### config.mk
export PLATFORM = sky130hd
export DESIGN_NAME = dsr_ctl_flat
export DESIGN_NICKNAME = d
export VERILOG_FILES = /design/src/hdl/dsr_pkg.sv /design/src/hdl/dsr_link_if.sv /design/src/hdl/dsr_ctl.sv /design/src/hdl/dsr_sync3.sv /design/src/flat_wrapper.sv
export SDC_FILE = /design/constraint.sdc
export NUM_CORES = 1
export LEC_CHECK = 0
export ABC_AREA = 1
export BUFFER_PORTS_ARGS = -buffer_cell sky130_fd_sc_hd__buf_2
export CAP_MARGIN = 20
export CORE_MARGIN = 3
export CORE_UTILIZATION = 49
export CTS_CLUSTER_SIZE = 14
export DETAILED_ROUTE_END_ITERATION = 8
export HOLD_SLACK_MARGIN = 0.02
export PLACE_DENSITY_LB_ADDON = 0.2
export SYNTH_ARGS = -nofsm -noshare
export SYNTH_HDL_FRONTEND = slang
export SYNTH_HIERARCHICAL = 1
export SYNTH_SLANG_ARGS = --single-unit
### constraint.sdc
create_clock -name clk -period 1.6 [get_ports clk]
set_input_delay 0.32 -clock clk [delete_from_list [all_inputs] [get_ports clk]]
set_output_delay 0.32 -clock clk [all_outputs]
set_load 0.01 [all_outputs]
### src/hdl/dsr_pkg.sv
// Purpose: shared constants and types for the burst sram read path
// Assumes: narrow variant, two-word bursts of 18-bit words
// Notes: apb offsets are byte addresses
package dsr_pkg;
  localparam int DSR_AW = 23; // address inputs
  localparam int DSR_DW = 18; // word width
  localparam int DSR_BW = 2; // byte selects
  // fixed pattern that stands in for the array contents
  localparam logic [DSR_DW-1:0] DSR_FILL = 18'h2a5a5;
  // half period of the link clock in clk cycles, and power-on length in link periods
  localparam int DSR_KHALF = 8;
  localparam int DSR_PO_CYC = 4;
  // half-periods after the request edge at which a word is sampled
  localparam logic [2:0] DSR_H_W1_SLOW = 3'h3;
  localparam logic [2:0] DSR_H_W1_FAST = 3'h2;
  // apb register offsets
  localparam logic [7:0] DSR_CTRL = 8'h00;
  localparam logic [7:0] DSR_ADDR = 8'h04;
  localparam logic [7:0] DSR_STAT = 8'h08;
  localparam logic [7:0] DSR_DATA0 = 8'h0c;
  localparam logic [7:0] DSR_DATA1 = 8'h10;
  // ctrl fields and reset values
  localparam int DSR_CTRL_START = 0;
  localparam int DSR_CTRL_PLLN = 1;
  localparam int DSR_CTRL_SINGLE = 2;
  localparam logic DSR_PLLN_RST = 1'h1;
  localparam logic DSR_SINGLE_RST = 1'h0;
  // status fields
  localparam int DSR_STAT_BUSY = 0;
  localparam int DSR_STAT_DONE = 1;

  typedef enum logic [2:0] {
    DSR_IDLE = 3'h1,
    DSR_ISSUE = 3'h2,
    DSR_WAIT = 3'h4
  } dsr_ctl_state_t;
endpackage

### src/hdl/dsr_link_if.sv
// Purpose: pins between the memory controller and the sram read path
// Assumes: controller makes every clock on the link
// Notes: q_oe tells when the device drives the separate q data outputs
`timescale 1ns/10ps
interface dsr_link_if;
  import dsr_pkg::*;
  logic k; // true input clock
  logic k_n; // complement input clock
  logic c; // true output clock
  logic c_n; // complement output clock
  logic load_n; // access request, low active
  logic access_dir; // high = read
  logic [DSR_AW-1:0] addr; // address
  logic [DSR_BW-1:0] byte_write_select_n; // byte selects, low active
  logic pll_disable_n; // low = one-cycle latency mode
  logic power_on; // power-on hold, high active
  logic [DSR_DW-1:0] d; // data inputs
  logic [DSR_DW-1:0] q; // data outputs
  logic q_oe; // device drives q
  modport dev (input k, k_n, c, c_n, load_n, access_dir, addr, byte_write_select_n,
    pll_disable_n, power_on, d, output q, q_oe);
  modport ctl (output k, k_n, c, c_n, load_n, access_dir, addr, byte_write_select_n,
    pll_disable_n, power_on, d, input q, q_oe);
endinterface

### src/hdl/dsr_ctl.sv
// Purpose: memory controller end, apb registers, makes the link clocks
// Assumes: link clock is clk divided by two times khalf
// Notes: one read burst per start command
//
// Decided for this implementation: the register addresses and the APB register port.
`timescale 1ns/10ps
module dsr_ctl
  import dsr_pkg::*;
#(
  parameter int KHALF = DSR_KHALF
) (
  input wire logic clk, // system clock
  input wire logic rst, // synchronous reset, high active
  input wire logic psel, // apb select
  input wire logic penable, // apb access phase
  input wire logic pwrite, // apb direction
  input wire logic [7:0] paddr, // apb byte address
  input wire logic [31:0] pwdata, // apb write data
  output logic [31:0] prdata, // apb read data
  output logic pready, // apb ready
  output logic pslverr, // apb error on unmapped address
  dsr_link_if.ctl lnk // link pins
);
  typedef struct packed {
    dsr_ctl_state_t st;
    logic [7:0] cnt;
    logic [3:0] po;
    logic [2:0] half;
    logic pll_n;
    logic single;
    logic done;
    logic [DSR_AW-1:0] addr;
    logic [DSR_DW-1:0] w0;
    logic [DSR_DW-1:0] w1;
    logic load_n;
    logic k;
  } dsr_ctl_st_t;
  dsr_ctl_st_t s_q, s_d;
  logic [DSR_DW-1:0] q_s;
  logic wr_en;
  logic [2:0] h_w1;

  // returning data is a pin input in this domain
  dsr_sync3 #(
    .W(DSR_DW),
    .INIT('0)
  ) u_q_sync (
    .clk(clk),
    .rst(rst),
    .din(lnk.q),
    .dout(q_s)
  );

  assign wr_en = psel & penable & pwrite;
  assign h_w1 = s_q.pll_n ? DSR_H_W1_SLOW : DSR_H_W1_FAST;

  always_comb
  begin
    s_d = s_q;
    // divider: k high for the first half of each period
    s_d.cnt = (s_q.cnt == 8'(2 * KHALF - 1)) ? 8'h00 : s_q.cnt + 8'h01;
    s_d.k = (s_d.cnt < 8'(KHALF));
    if (s_q.po != 4'h0 && s_q.cnt == 8'h00)
    begin
      s_d.po = s_q.po - 4'h1;
    end
    // register writes
    if (wr_en && paddr == DSR_CTRL)
    begin
      s_d.pll_n = pwdata[DSR_CTRL_PLLN];
      s_d.single = pwdata[DSR_CTRL_SINGLE];
      // strap only counts at power-on, so a new strap reruns the hold
      if (pwdata[DSR_CTRL_SINGLE] != s_q.single)
      begin
        s_d.po = 4'(DSR_PO_CYC);
      end
    end
    if (wr_en && paddr == DSR_ADDR)
    begin
      s_d.addr = pwdata[DSR_AW-1:0];
    end
    if (wr_en && paddr == DSR_STAT && pwdata[DSR_STAT_DONE])
    begin
      s_d.done = 1'h0;
    end
    // count half periods since the request edge
    if (s_q.cnt == 8'(KHALF - 1) || s_q.cnt == 8'(2 * KHALF - 1))
    begin
      s_d.half = s_q.half + 3'h1;
    end
    case (s_q.st)
      DSR_IDLE:
      begin
        if (wr_en && paddr == DSR_CTRL && pwdata[DSR_CTRL_START] && s_q.po == 4'h0)
        begin
          s_d.st = DSR_ISSUE;
        end
      end
      DSR_ISSUE:
      begin
        // present at k fall so it is steady at the next k rise
        if (s_q.cnt == 8'(KHALF))
        begin
          s_d.load_n = 1'h0;
          s_d.st = DSR_WAIT;
        end
      end
      DSR_WAIT:
      begin
        if (s_q.cnt == 8'h00 && !s_q.load_n)
        begin
          s_d.half = 3'h0;
        end
        if (s_q.cnt == 8'(KHALF))
        begin
          s_d.load_n = 1'h1;
        end
        // sample at the end of each data half, after the synchroniser lag
        if (s_q.load_n && s_q.half == h_w1 && s_d.half != s_q.half)
        begin
          s_d.w0 = q_s;
        end
        if (s_q.load_n && s_q.half == h_w1 + 3'h1 && s_d.half != s_q.half)
        begin
          s_d.w1 = q_s;
          s_d.done = 1'h1;
          s_d.st = DSR_IDLE;
        end
      end
      default:
      begin
        s_d.st = DSR_IDLE;
      end
    endcase
  end

  always_ff @(posedge clk)
  begin
    if (rst)
    begin
      s_q <= '0;
      s_q.st <= DSR_IDLE;
      s_q.po <= 4'(DSR_PO_CYC);
      s_q.pll_n <= DSR_PLLN_RST;
      s_q.single <= DSR_SINGLE_RST;
      s_q.load_n <= 1'h1;
      s_q.k <= 1'h1;
    end
    else
    begin
      s_q <= s_d;
    end
  end

  // link outputs; output clocks in phase with k, held high during the power-on hold for single strap
  assign lnk.k = s_q.k;
  assign lnk.k_n = ~s_q.k;
  assign lnk.c = (s_q.single && s_q.po != 4'h0) ? 1'h1 : s_q.k;
  assign lnk.c_n = (s_q.single && s_q.po != 4'h0) ? 1'h1 : ~s_q.k;
  assign lnk.load_n = s_q.load_n;
  assign lnk.access_dir = 1'h1;
  assign lnk.addr = s_q.addr;
  assign lnk.byte_write_select_n = '1;
  assign lnk.pll_disable_n = s_q.pll_n;
  assign lnk.power_on = (s_q.po != 4'h0);
  assign lnk.d = s_q.addr[DSR_DW-1:0];

  // apb answers at once
  assign pready = 1'h1;
  always_comb
  begin
    prdata = 32'h0;
    pslverr = 1'h0;
    case (paddr)
      DSR_CTRL: prdata = 32'({s_q.single, s_q.pll_n, 1'h0});
      DSR_ADDR: prdata = 32'(s_q.addr);
      DSR_STAT: prdata = 32'({s_q.done, s_q.st != DSR_IDLE});
      DSR_DATA0: prdata = 32'(s_q.w0);
      DSR_DATA1: prdata = 32'(s_q.w1);
      default: pslverr = psel & penable;
    endcase
  end
endmodule

### src/hdl/dsr_sync3.sv
// Purpose: three-flop synchroniser for pin inputs
// Assumes: output moves only when second and third stage agree
// Notes: first stage is read by the second only
`timescale 1ns/10ps
module dsr_sync3 #(
  parameter int W = 1,
  parameter logic [W-1:0] INIT = '0
) (
  input wire logic clk, // sampling clock
  input wire logic rst, // synchronous reset
  input wire logic [W-1:0] din, // asynchronous input
  output logic [W-1:0] dout // filtered output
);
  typedef struct packed {
    logic [W-1:0] s1;
    logic [W-1:0] s2;
    logic [W-1:0] s3;
    logic [W-1:0] o;
  } dsr_sync_t;
  dsr_sync_t st_q, st_d;

  // shift, accept once the last two stages match
  always_comb
  begin
    st_d = st_q;
    st_d.s1 = din;
    st_d.s2 = st_q.s1;
    st_d.s3 = st_q.s2;
    if (st_q.s2 == st_q.s3)
    begin
      st_d.o = st_q.s3;
    end
  end

  always_ff @(posedge clk)
  begin
    if (rst)
    begin
      st_q <= {4{INIT}};
    end
    else
    begin
      st_q <= st_d;
    end
  end

  assign dout = st_q.o;
endmodule

### src/flat_wrapper.sv
// flat-port wrapper written by rule: the top's interface ports become plain ports
module dsr_ctl_flat import dsr_pkg::*;
#(
  parameter int KHALF = DSR_KHALF
)
  (clk, rst, psel, penable, pwrite, paddr, pwdata, prdata, pready, pslverr, lnk_k, lnk_k_n, lnk_c, lnk_c_n, lnk_load_n, lnk_access_dir, lnk_addr, lnk_byte_write_select_n, lnk_pll_disable_n, lnk_power_on, lnk_d, lnk_q, lnk_q_oe);
  dsr_link_if lnk_i ();
  input wire logic clk;
  input wire logic rst;
  input wire logic psel;
  input wire logic penable;
  input wire logic pwrite;
  input wire logic [7:0] paddr;
  input wire logic [31:0] pwdata;
  output logic [31:0] prdata;
  output logic pready;
  output logic pslverr;
  output wire logic [$bits(lnk_i.k)-1:0] lnk_k;
  output wire logic [$bits(lnk_i.k_n)-1:0] lnk_k_n;
  output wire logic [$bits(lnk_i.c)-1:0] lnk_c;
  output wire logic [$bits(lnk_i.c_n)-1:0] lnk_c_n;
  output wire logic [$bits(lnk_i.load_n)-1:0] lnk_load_n;
  output wire logic [$bits(lnk_i.access_dir)-1:0] lnk_access_dir;
  output wire logic [$bits(lnk_i.addr)-1:0] lnk_addr;
  output wire logic [$bits(lnk_i.byte_write_select_n)-1:0] lnk_byte_write_select_n;
  output wire logic [$bits(lnk_i.pll_disable_n)-1:0] lnk_pll_disable_n;
  output wire logic [$bits(lnk_i.power_on)-1:0] lnk_power_on;
  output wire logic [$bits(lnk_i.d)-1:0] lnk_d;
  input wire logic [$bits(lnk_i.q)-1:0] lnk_q;
  input wire logic [$bits(lnk_i.q_oe)-1:0] lnk_q_oe;
  assign lnk_k = lnk_i.k;
  assign lnk_k_n = lnk_i.k_n;
  assign lnk_c = lnk_i.c;
  assign lnk_c_n = lnk_i.c_n;
  assign lnk_load_n = lnk_i.load_n;
  assign lnk_access_dir = lnk_i.access_dir;
  assign lnk_addr = lnk_i.addr;
  assign lnk_byte_write_select_n = lnk_i.byte_write_select_n;
  assign lnk_pll_disable_n = lnk_i.pll_disable_n;
  assign lnk_power_on = lnk_i.power_on;
  assign lnk_d = lnk_i.d;
  assign lnk_i.q = lnk_q;
  assign lnk_i.q_oe = lnk_q_oe;
  dsr_ctl #(.KHALF(KHALF)) u_core (.clk(clk), .rst(rst), .psel(psel), .penable(penable), .pwrite(pwrite), .paddr(paddr), .pwdata(pwdata), .prdata(prdata), .pready(pready), .pslverr(pslverr), .lnk(lnk_i));
endmodule
==> impl_metrics.toml, run 1 <==
[timing]
finalCritPeriodShare_pct = 115
worst_pin_slew_ns = 0.520
max_slew_margin_pct = 65.3
max_freq_ghz = 0.543
min_period_ns = 1.84
setup_viol = 66
hold_violations = 0
skew_ns = 0.0116
grt_setup_unrepaired = "true"
finalMaxSlewViolations = 0
setup_ws_ns = -0.241

[setup_path]
critPathMaxStageDelay_ns = 0.37
slowest_stage = "dfxtp_4"
critPathLaunchType = "register"
crit_path_end_kind = "register"
cp_num_buf_inv = 4
endpoint = "u_core/s_q[4]"
cp.required_ns = 1.96
startpoint = "u_core/s_q[71]"
cp_max_fo = 5
critical_path_class = "reg -> reg"
worst-path-stages = 13
rr_worst_depth = 13
crit_arrival_ns = 2.20
crit_chain = "ha_4 > nand2_2 > inv_2 > nand4_1 > nand3_2 > nand2_2 > nand2_4 > nand3_4 > inv_6 > buf_12 > buf_12 > nand2_4 > a21oi_2"
r2r-start = "u_core/s_q[71]"
r2r-end = "u_core/s_q[4]"
rrSetupSlack_ns = -0.24
path_delay_family = "simple AND/OR/NAND/NOR gates"

[placement]
routabilityCongestion = 0.816
port_buffers = 125
dp_hpwl_microns = 10400
pre_cts_slack_ns = -0.300

[grt]
grt-ovfl-total = 0
grt_pass1_wl_microns = 26900
grt_max_degree = 38
track_usage_pct = 20.6
grt_pass1_vias = 5714
antenna_found_initial = 0

[hold_path]
worstHoldPathType = "in -> reg"

[layout]
syn2layout_area_growth_pct = 36.6
drive_gt1_share_pct = 38.3
antenna_cells = 0
layout.nets = 1192
fillerInstances = 1146

[floorplan]
num_rows = 43
start_util_pct = 50.3
core-area_sq_um = 14000
dieWidth_microns = 126
die_area_sq_um = 15800
io_pins = 149
die_y_microns = 126

[cts]
root_buffer = "clkbuf_16"
cts_buffer_depth = 2
cts_tree = "yes"
cts_sinks = 154
path_clk_slew_ns = 0.06
cts_buffers = 17
htree_levels = 4
clk_latency_ns = 0.42
cts_hold_buf = 0

[yosys]
synthMostInstantiatedCell = "nand2_1"
synthAdderAreaFrac_pct = 0.711
synth_cell_type_count = 41
syn_avg_cell_area_sq_um = 7.21
async_flop_share_pct = 0
ys_seq_area_share_pct = 43.8
synth_area_leaders = "dfxtp_1 (44%), nand2_1 (9.9%), nor2_1 (9.3%)"
synth_top_family_by_area = "simple AND/OR/NAND/NOR gates"
synth_largest_area_cell = "dfxtp_1"
synthFlopType = "dfxtp_1"
synth_edf_count = 0
syn_area_sq_um = 7040
synthTopCellsByCount = "nand2_1 (186), nor2_1 (175), dfxtp_1 (154)"
synth_mux_area_share_pct = 0
synth_xor_area_share_pct = 1.37
netlist_instances = 976
yosysWarningCount = 6
synth_compound_area_share_pct = 7.38
synth_top_area_share_pct = 43.8
ys_ff_latch = 154
synth-simple-area-share_pct = 28.2

[route]
viasPerCell = 4.73
wl_per_cell_microns = 13.2
antenna_left = 0
vias = 6234
drc = 0
wirelength_microns = 17400
first_pass_iters = 5
drtIter0Drc = 333

[power]
power.density_nw_per_um2 = 929
ir_drop_mv = 0.736
power_mw = 8.93
p_leak_nw = 4.56

[run]
cap_violations = 0

[run_status]
violations = "setup timing"
outcome = "finished, violations left"
[metrics by stage]
stage | cells | hold slack (ns) | utilization, % | setup TNS [ns] | area (sq um)
3_3_place_gp | 1251 | 0.391 | 56.3 | -10.82 | 7880
6_report | 1317 | 0.0974 | 68.7 | -10.01 | 9610
2_1_floorplan | 987 | 0.388 | - | -0.304 | 7200
3_5_place_dp | 1251 | 0.392 | 56.3 | -13.22 | 7880
5_1_grt | 1317 | 0.0853 | 68.7 | -15.75 | 9610
4_1_cts | 1315 | 0.0781 | 66.6 | -8.87 | 9320
[worst min-delay path, delay by kind of cell]
kind	cells	cell delay (ns)
AND/OR/NAND/NOR	1	0.06
buffers and inverters	2	0.10
[per-layer routing]
layer  track usage (%)  share of wire, %  vias up
li1                  -                 -     3215
met1              25.8                44     2785
met2              34.5                48      208
met3              5.68               6.2       26
met4              7.07               1.9        0
met5                 0                 0        -
[cell type report]
type	instances	area (sq um)	share of cell area, %
flip-flops and latches	154	3100	32.2
multi-input cells	577	3370	35.1
repair buffers	221	1750	18.2
inverters	153	588	6.12
clock inverters	10	108	1.12
clock buffers	22	474	4.93
well taps	180	225	2.34
[flip-flops by register name, summed over array words and instances, names as in the netlist]
register	cells
u_core/u_q_sync/st_q	18
u_core/lnk.addr	23
u_core/lnk.k	1
u_core/s_q	56
u_core/u_q_sync/st_d	36
u_core/u_q_sync/dout	18
u_core/lnk.load_n	1
u_core/lnk.pll_disable_n	1
[worst min-delay path by stage]
stage | startpoint | end | slack [ns] | cells after the start
2_1_floorplan | u_core/u_q_sync/st_d[36] | u_core/u_q_sync/st_d[18] | 0.39 | 2
5_1_grt | lnk_q[7] | u_core/u_q_sync/st_d[43] | 0.09 | 3
3_5_place_dp | u_core/u_q_sync/st_d[53] | u_core/u_q_sync/st_d[35] | 0.39 | 2
6_report | lnk_q[1] | u_core/u_q_sync/st_d[37] | 0.1 | 3
4_1_cts | lnk_q[15] | u_core/u_q_sync/st_d[51] | 0.08 | 3
3_3_place_gp | u_core/u_q_sync/st_d[43] | u_core/u_q_sync/st_d[25] | 0.39 | 2
[report_power, final]
group	switching (mW)	leakage (nW)	total, mW	internal (mW)
Clock	1.64	0.282	3.93	2.30
Combinational	0.517	3.02	0.951	0.433
Sequential	0.0923	1.25	4.05	3.95
Total	2.25	4.56	8.93	6.68
[logic make-up after synthesis]
logic type	after synthesis
xor gates and xnor gates	11
AOI/OAI and AO/OA	90
buffers and inverters	257
DFF	154
adders and majority gates	4
and+or+nand+nor	458
other	2
[placed cells by master (no fill, tap or decap), drive strengths merged]
cell type  instances
a21boi             1
a21oi             33
a221o              1
a311oi             1
a31oi              1
buf              220
bufinv             1
clkbuf            23
clkinv             6
clkinvlp           1
conb              13
dfxtp            154
ha                 4
inv              155
nand2            199
nand3             34
nand3b             1
nand4             29
nor2             184
nor3               8
nor4               2
o2111ai            2
o211ai             3
o21ai             47
o221ai             1
or2                1
or3                1
xnor2              2
xor2               9
[what timing repair did]
action                                  in CTS  in global routing
endpoints found under the setup margin      68                 76
gates resized for setup                    144                 77
buffers inserted                            27                 10
gates cloned                                 7                  2
pin swaps                                   45                 46
(Power assumes the default switching activity.)
==> run 2, diff against run 1 <==
- CORE_UTILIZATION: 49 -> 59
- clock period: 1.6 -> 2.3 ns (I/O delays scaled with it)
==> run 2 against run 1 <==
First-iteration DRC count decreased by 7.2%. Register-to-register slack improved by 0.65 ns. Flip-flop and latch count unchanged. The run now ends clean. Cell count decreased by 9.1%. Cell area decreased by 18%. Via count decreased by 8.9%. Sequential share of layout area increased by 6.7 points. Highest routed layer unchanged. Critical path depth decreased by 3. Setup slack improved by 0.36 ns. Total power decreased by 32%. Sequential power decreased by 31%.
==> impl_metrics.toml, run 2 (synthesis gave the netlist of run 1 again) <==
[floorplan]
die_y_microns = 115
start_util_pct = 61.1
core-area_sq_um = 11500
dieWidth_microns = 115
io_pins = 149
die_area_sq_um = 13300
num_rows = 39

[timing]
setup_ws_ns = 0.120
finalMaxSlewViolations = 0
min_period_ns = 2.18
setup_viol = 0
hold_violations = 0
skew_ns = 0.00822
finalSetupTns_ns = 0
whs_ns = 0.243
finalCritPeriodShare_pct = 94.8
grt_setup_unrepaired = "false"
max_freq_ghz = 0.459

[layout]
finalInstanceArea_sq_um = 7930
drive_gt1_share_pct = 20.3
mostFrequentLayoutCell = "nand2_1"
top_register = "u_core/s_q"
layout.nets = 1110
layout_common_cells = "nand2_1 (186), nor2_1 (174), dfxtp_1 (154), inv_1 (146), buf_2 (125)"
antenna_cells = 0
final_util_pct = 68.8
largest_register_ffs = 56
final_cells = 1197
syn2layout_area_growth_pct = 12.6
fillerInstances = 973

[power]
power_mw = 6.06
ir_drop_mv = 0.622
p_leak_nw = 3.76
power.density_nw_per_um2 = 765

[setup_path]
cp.required_ns = 1.84
crit_arrival_ns = 1.72
critPathLaunchType = "primary input"
critical_path_class = "in -> out"
cp_max_fo = 20
crit_path_end_kind = "output port"

[run]
cap_violations = 0

[route]
wl_per_cell_microns = 11.2
drtIter0Drc = 309
first_pass_iters = 5
vias = 5681
routedLengthMet1_microns = 6350
drc = 0
antenna_left = 0
viasPerCell = 4.75
dr.max_layer_used = "met4"
wirelength_microns = 13400
wl_met3_microns = 851
route.met2.wl_microns = 6070

[grt]
antenna_found_initial = 0
grt_max_degree = 31
track_usage_pct = 20.8
grt-ovfl-total = 0
grt_pass1_vias = 4966
grt_pass1_wl_microns = 22200

[cts]
postCtsSetupBuffers = 0
htree_levels = 4
cts_buffers = 17
cts_buffer_depth = 2
path_clk_slew_ns = 0.06
clk_latency_ns = 0.42
cts_tree = "yes"
cts_sinks = 154
root_buffer = "clkbuf_16"

[placement]
pre_cts_slack_ns = 0.119
dp_hpwl_microns = 9630
placed_area_sq_um = 7310
port_buffers = 125
dpl.cell_count = 1166
routabilityCongestion = 0.812

[hold_path]
worstHoldPathType = "in -> reg"

[run_status]
outcome = "finished, final reports clean"
-- run 2: cell count changes in the layout (fill, tap and decap cells not counted), moves of 15 or more --
| cell | previous run | this run |
|---|---|---|
| buf_4 | 65 | 12 |
| nand2_1 | 142 | 186 |
| buf_6 | 27 | 0 |
| nand2_2 | 38 | 13 |
| nor2_1 | 154 | 174 |
| o21ai_0 | 27 | 46 |
| nand2_4 | 18 | 0 |
| nand3_1 | 13 | 29 |
| o21ai_2 | 16 | 0 |
| buf_2 | 110 | 125 |
-- run 2: final cells by class --
class	count	area, sq um	area share (%)
timing repair buffer	140	776	9.79
clock buffer	22	474	5.98
sequential	154	3080	38.9
inverter	153	574	7.25
tap	143	179	2.26
clock inverter	9	139	1.75
multi-input combinational	576	2700	34.1
-- run 2: final timing paths --
check | startpoint | to | slack (ns) | cells past startpoint
setup / recovery | paddr[7] | prdata[0] | 0.12 | 10
hold / removal | lnk_q[1] | u_core/u_q_sync/st_d[37] | 0.24 | 3
setup reg to reg | u_core/s_q[71] | u_core/s_q[4] | 0.41 | 12
hold reg to reg | u_core/u_q_sync/st_d[53] | u_core/u_q_sync/st_d[35] | 0.40 | 2
-- run 2: power breakdown --
part	switching, mW	total [mW]	leakage, nW	internal (mW)
combinational	0.268	0.428	2.22	0.160
clock	1.05	2.84	0.289	1.79
sequential	0.0484	2.80	1.25	2.75
total	1.36	6.06	3.76	4.70
-- run 2: what timing repair did --
action | CTS | global route
setup endpoints to repair | 0 | 2
gates resized for setup | 0 | 1
hold buffers | 0 | 0
-- run 2: critical path, stage by stage --
cell and delay [ns]:
buf_2 0.10, nor2_1 0.16, nand2_1 0.12, nor2_4 0.13
inv_2 0.04, nor3_2 0.18, buf_12 0.19, nand2_1 0.07
o2111ai_1 0.10, buf_2 0.17
-- run 2: layer usage --
metal,vias up,GRT usage [%]
met5,-,0
met4,0,8.06
met3,15,5.74
met2,167,34.5
met1,2458,25.7
li1,3041,-
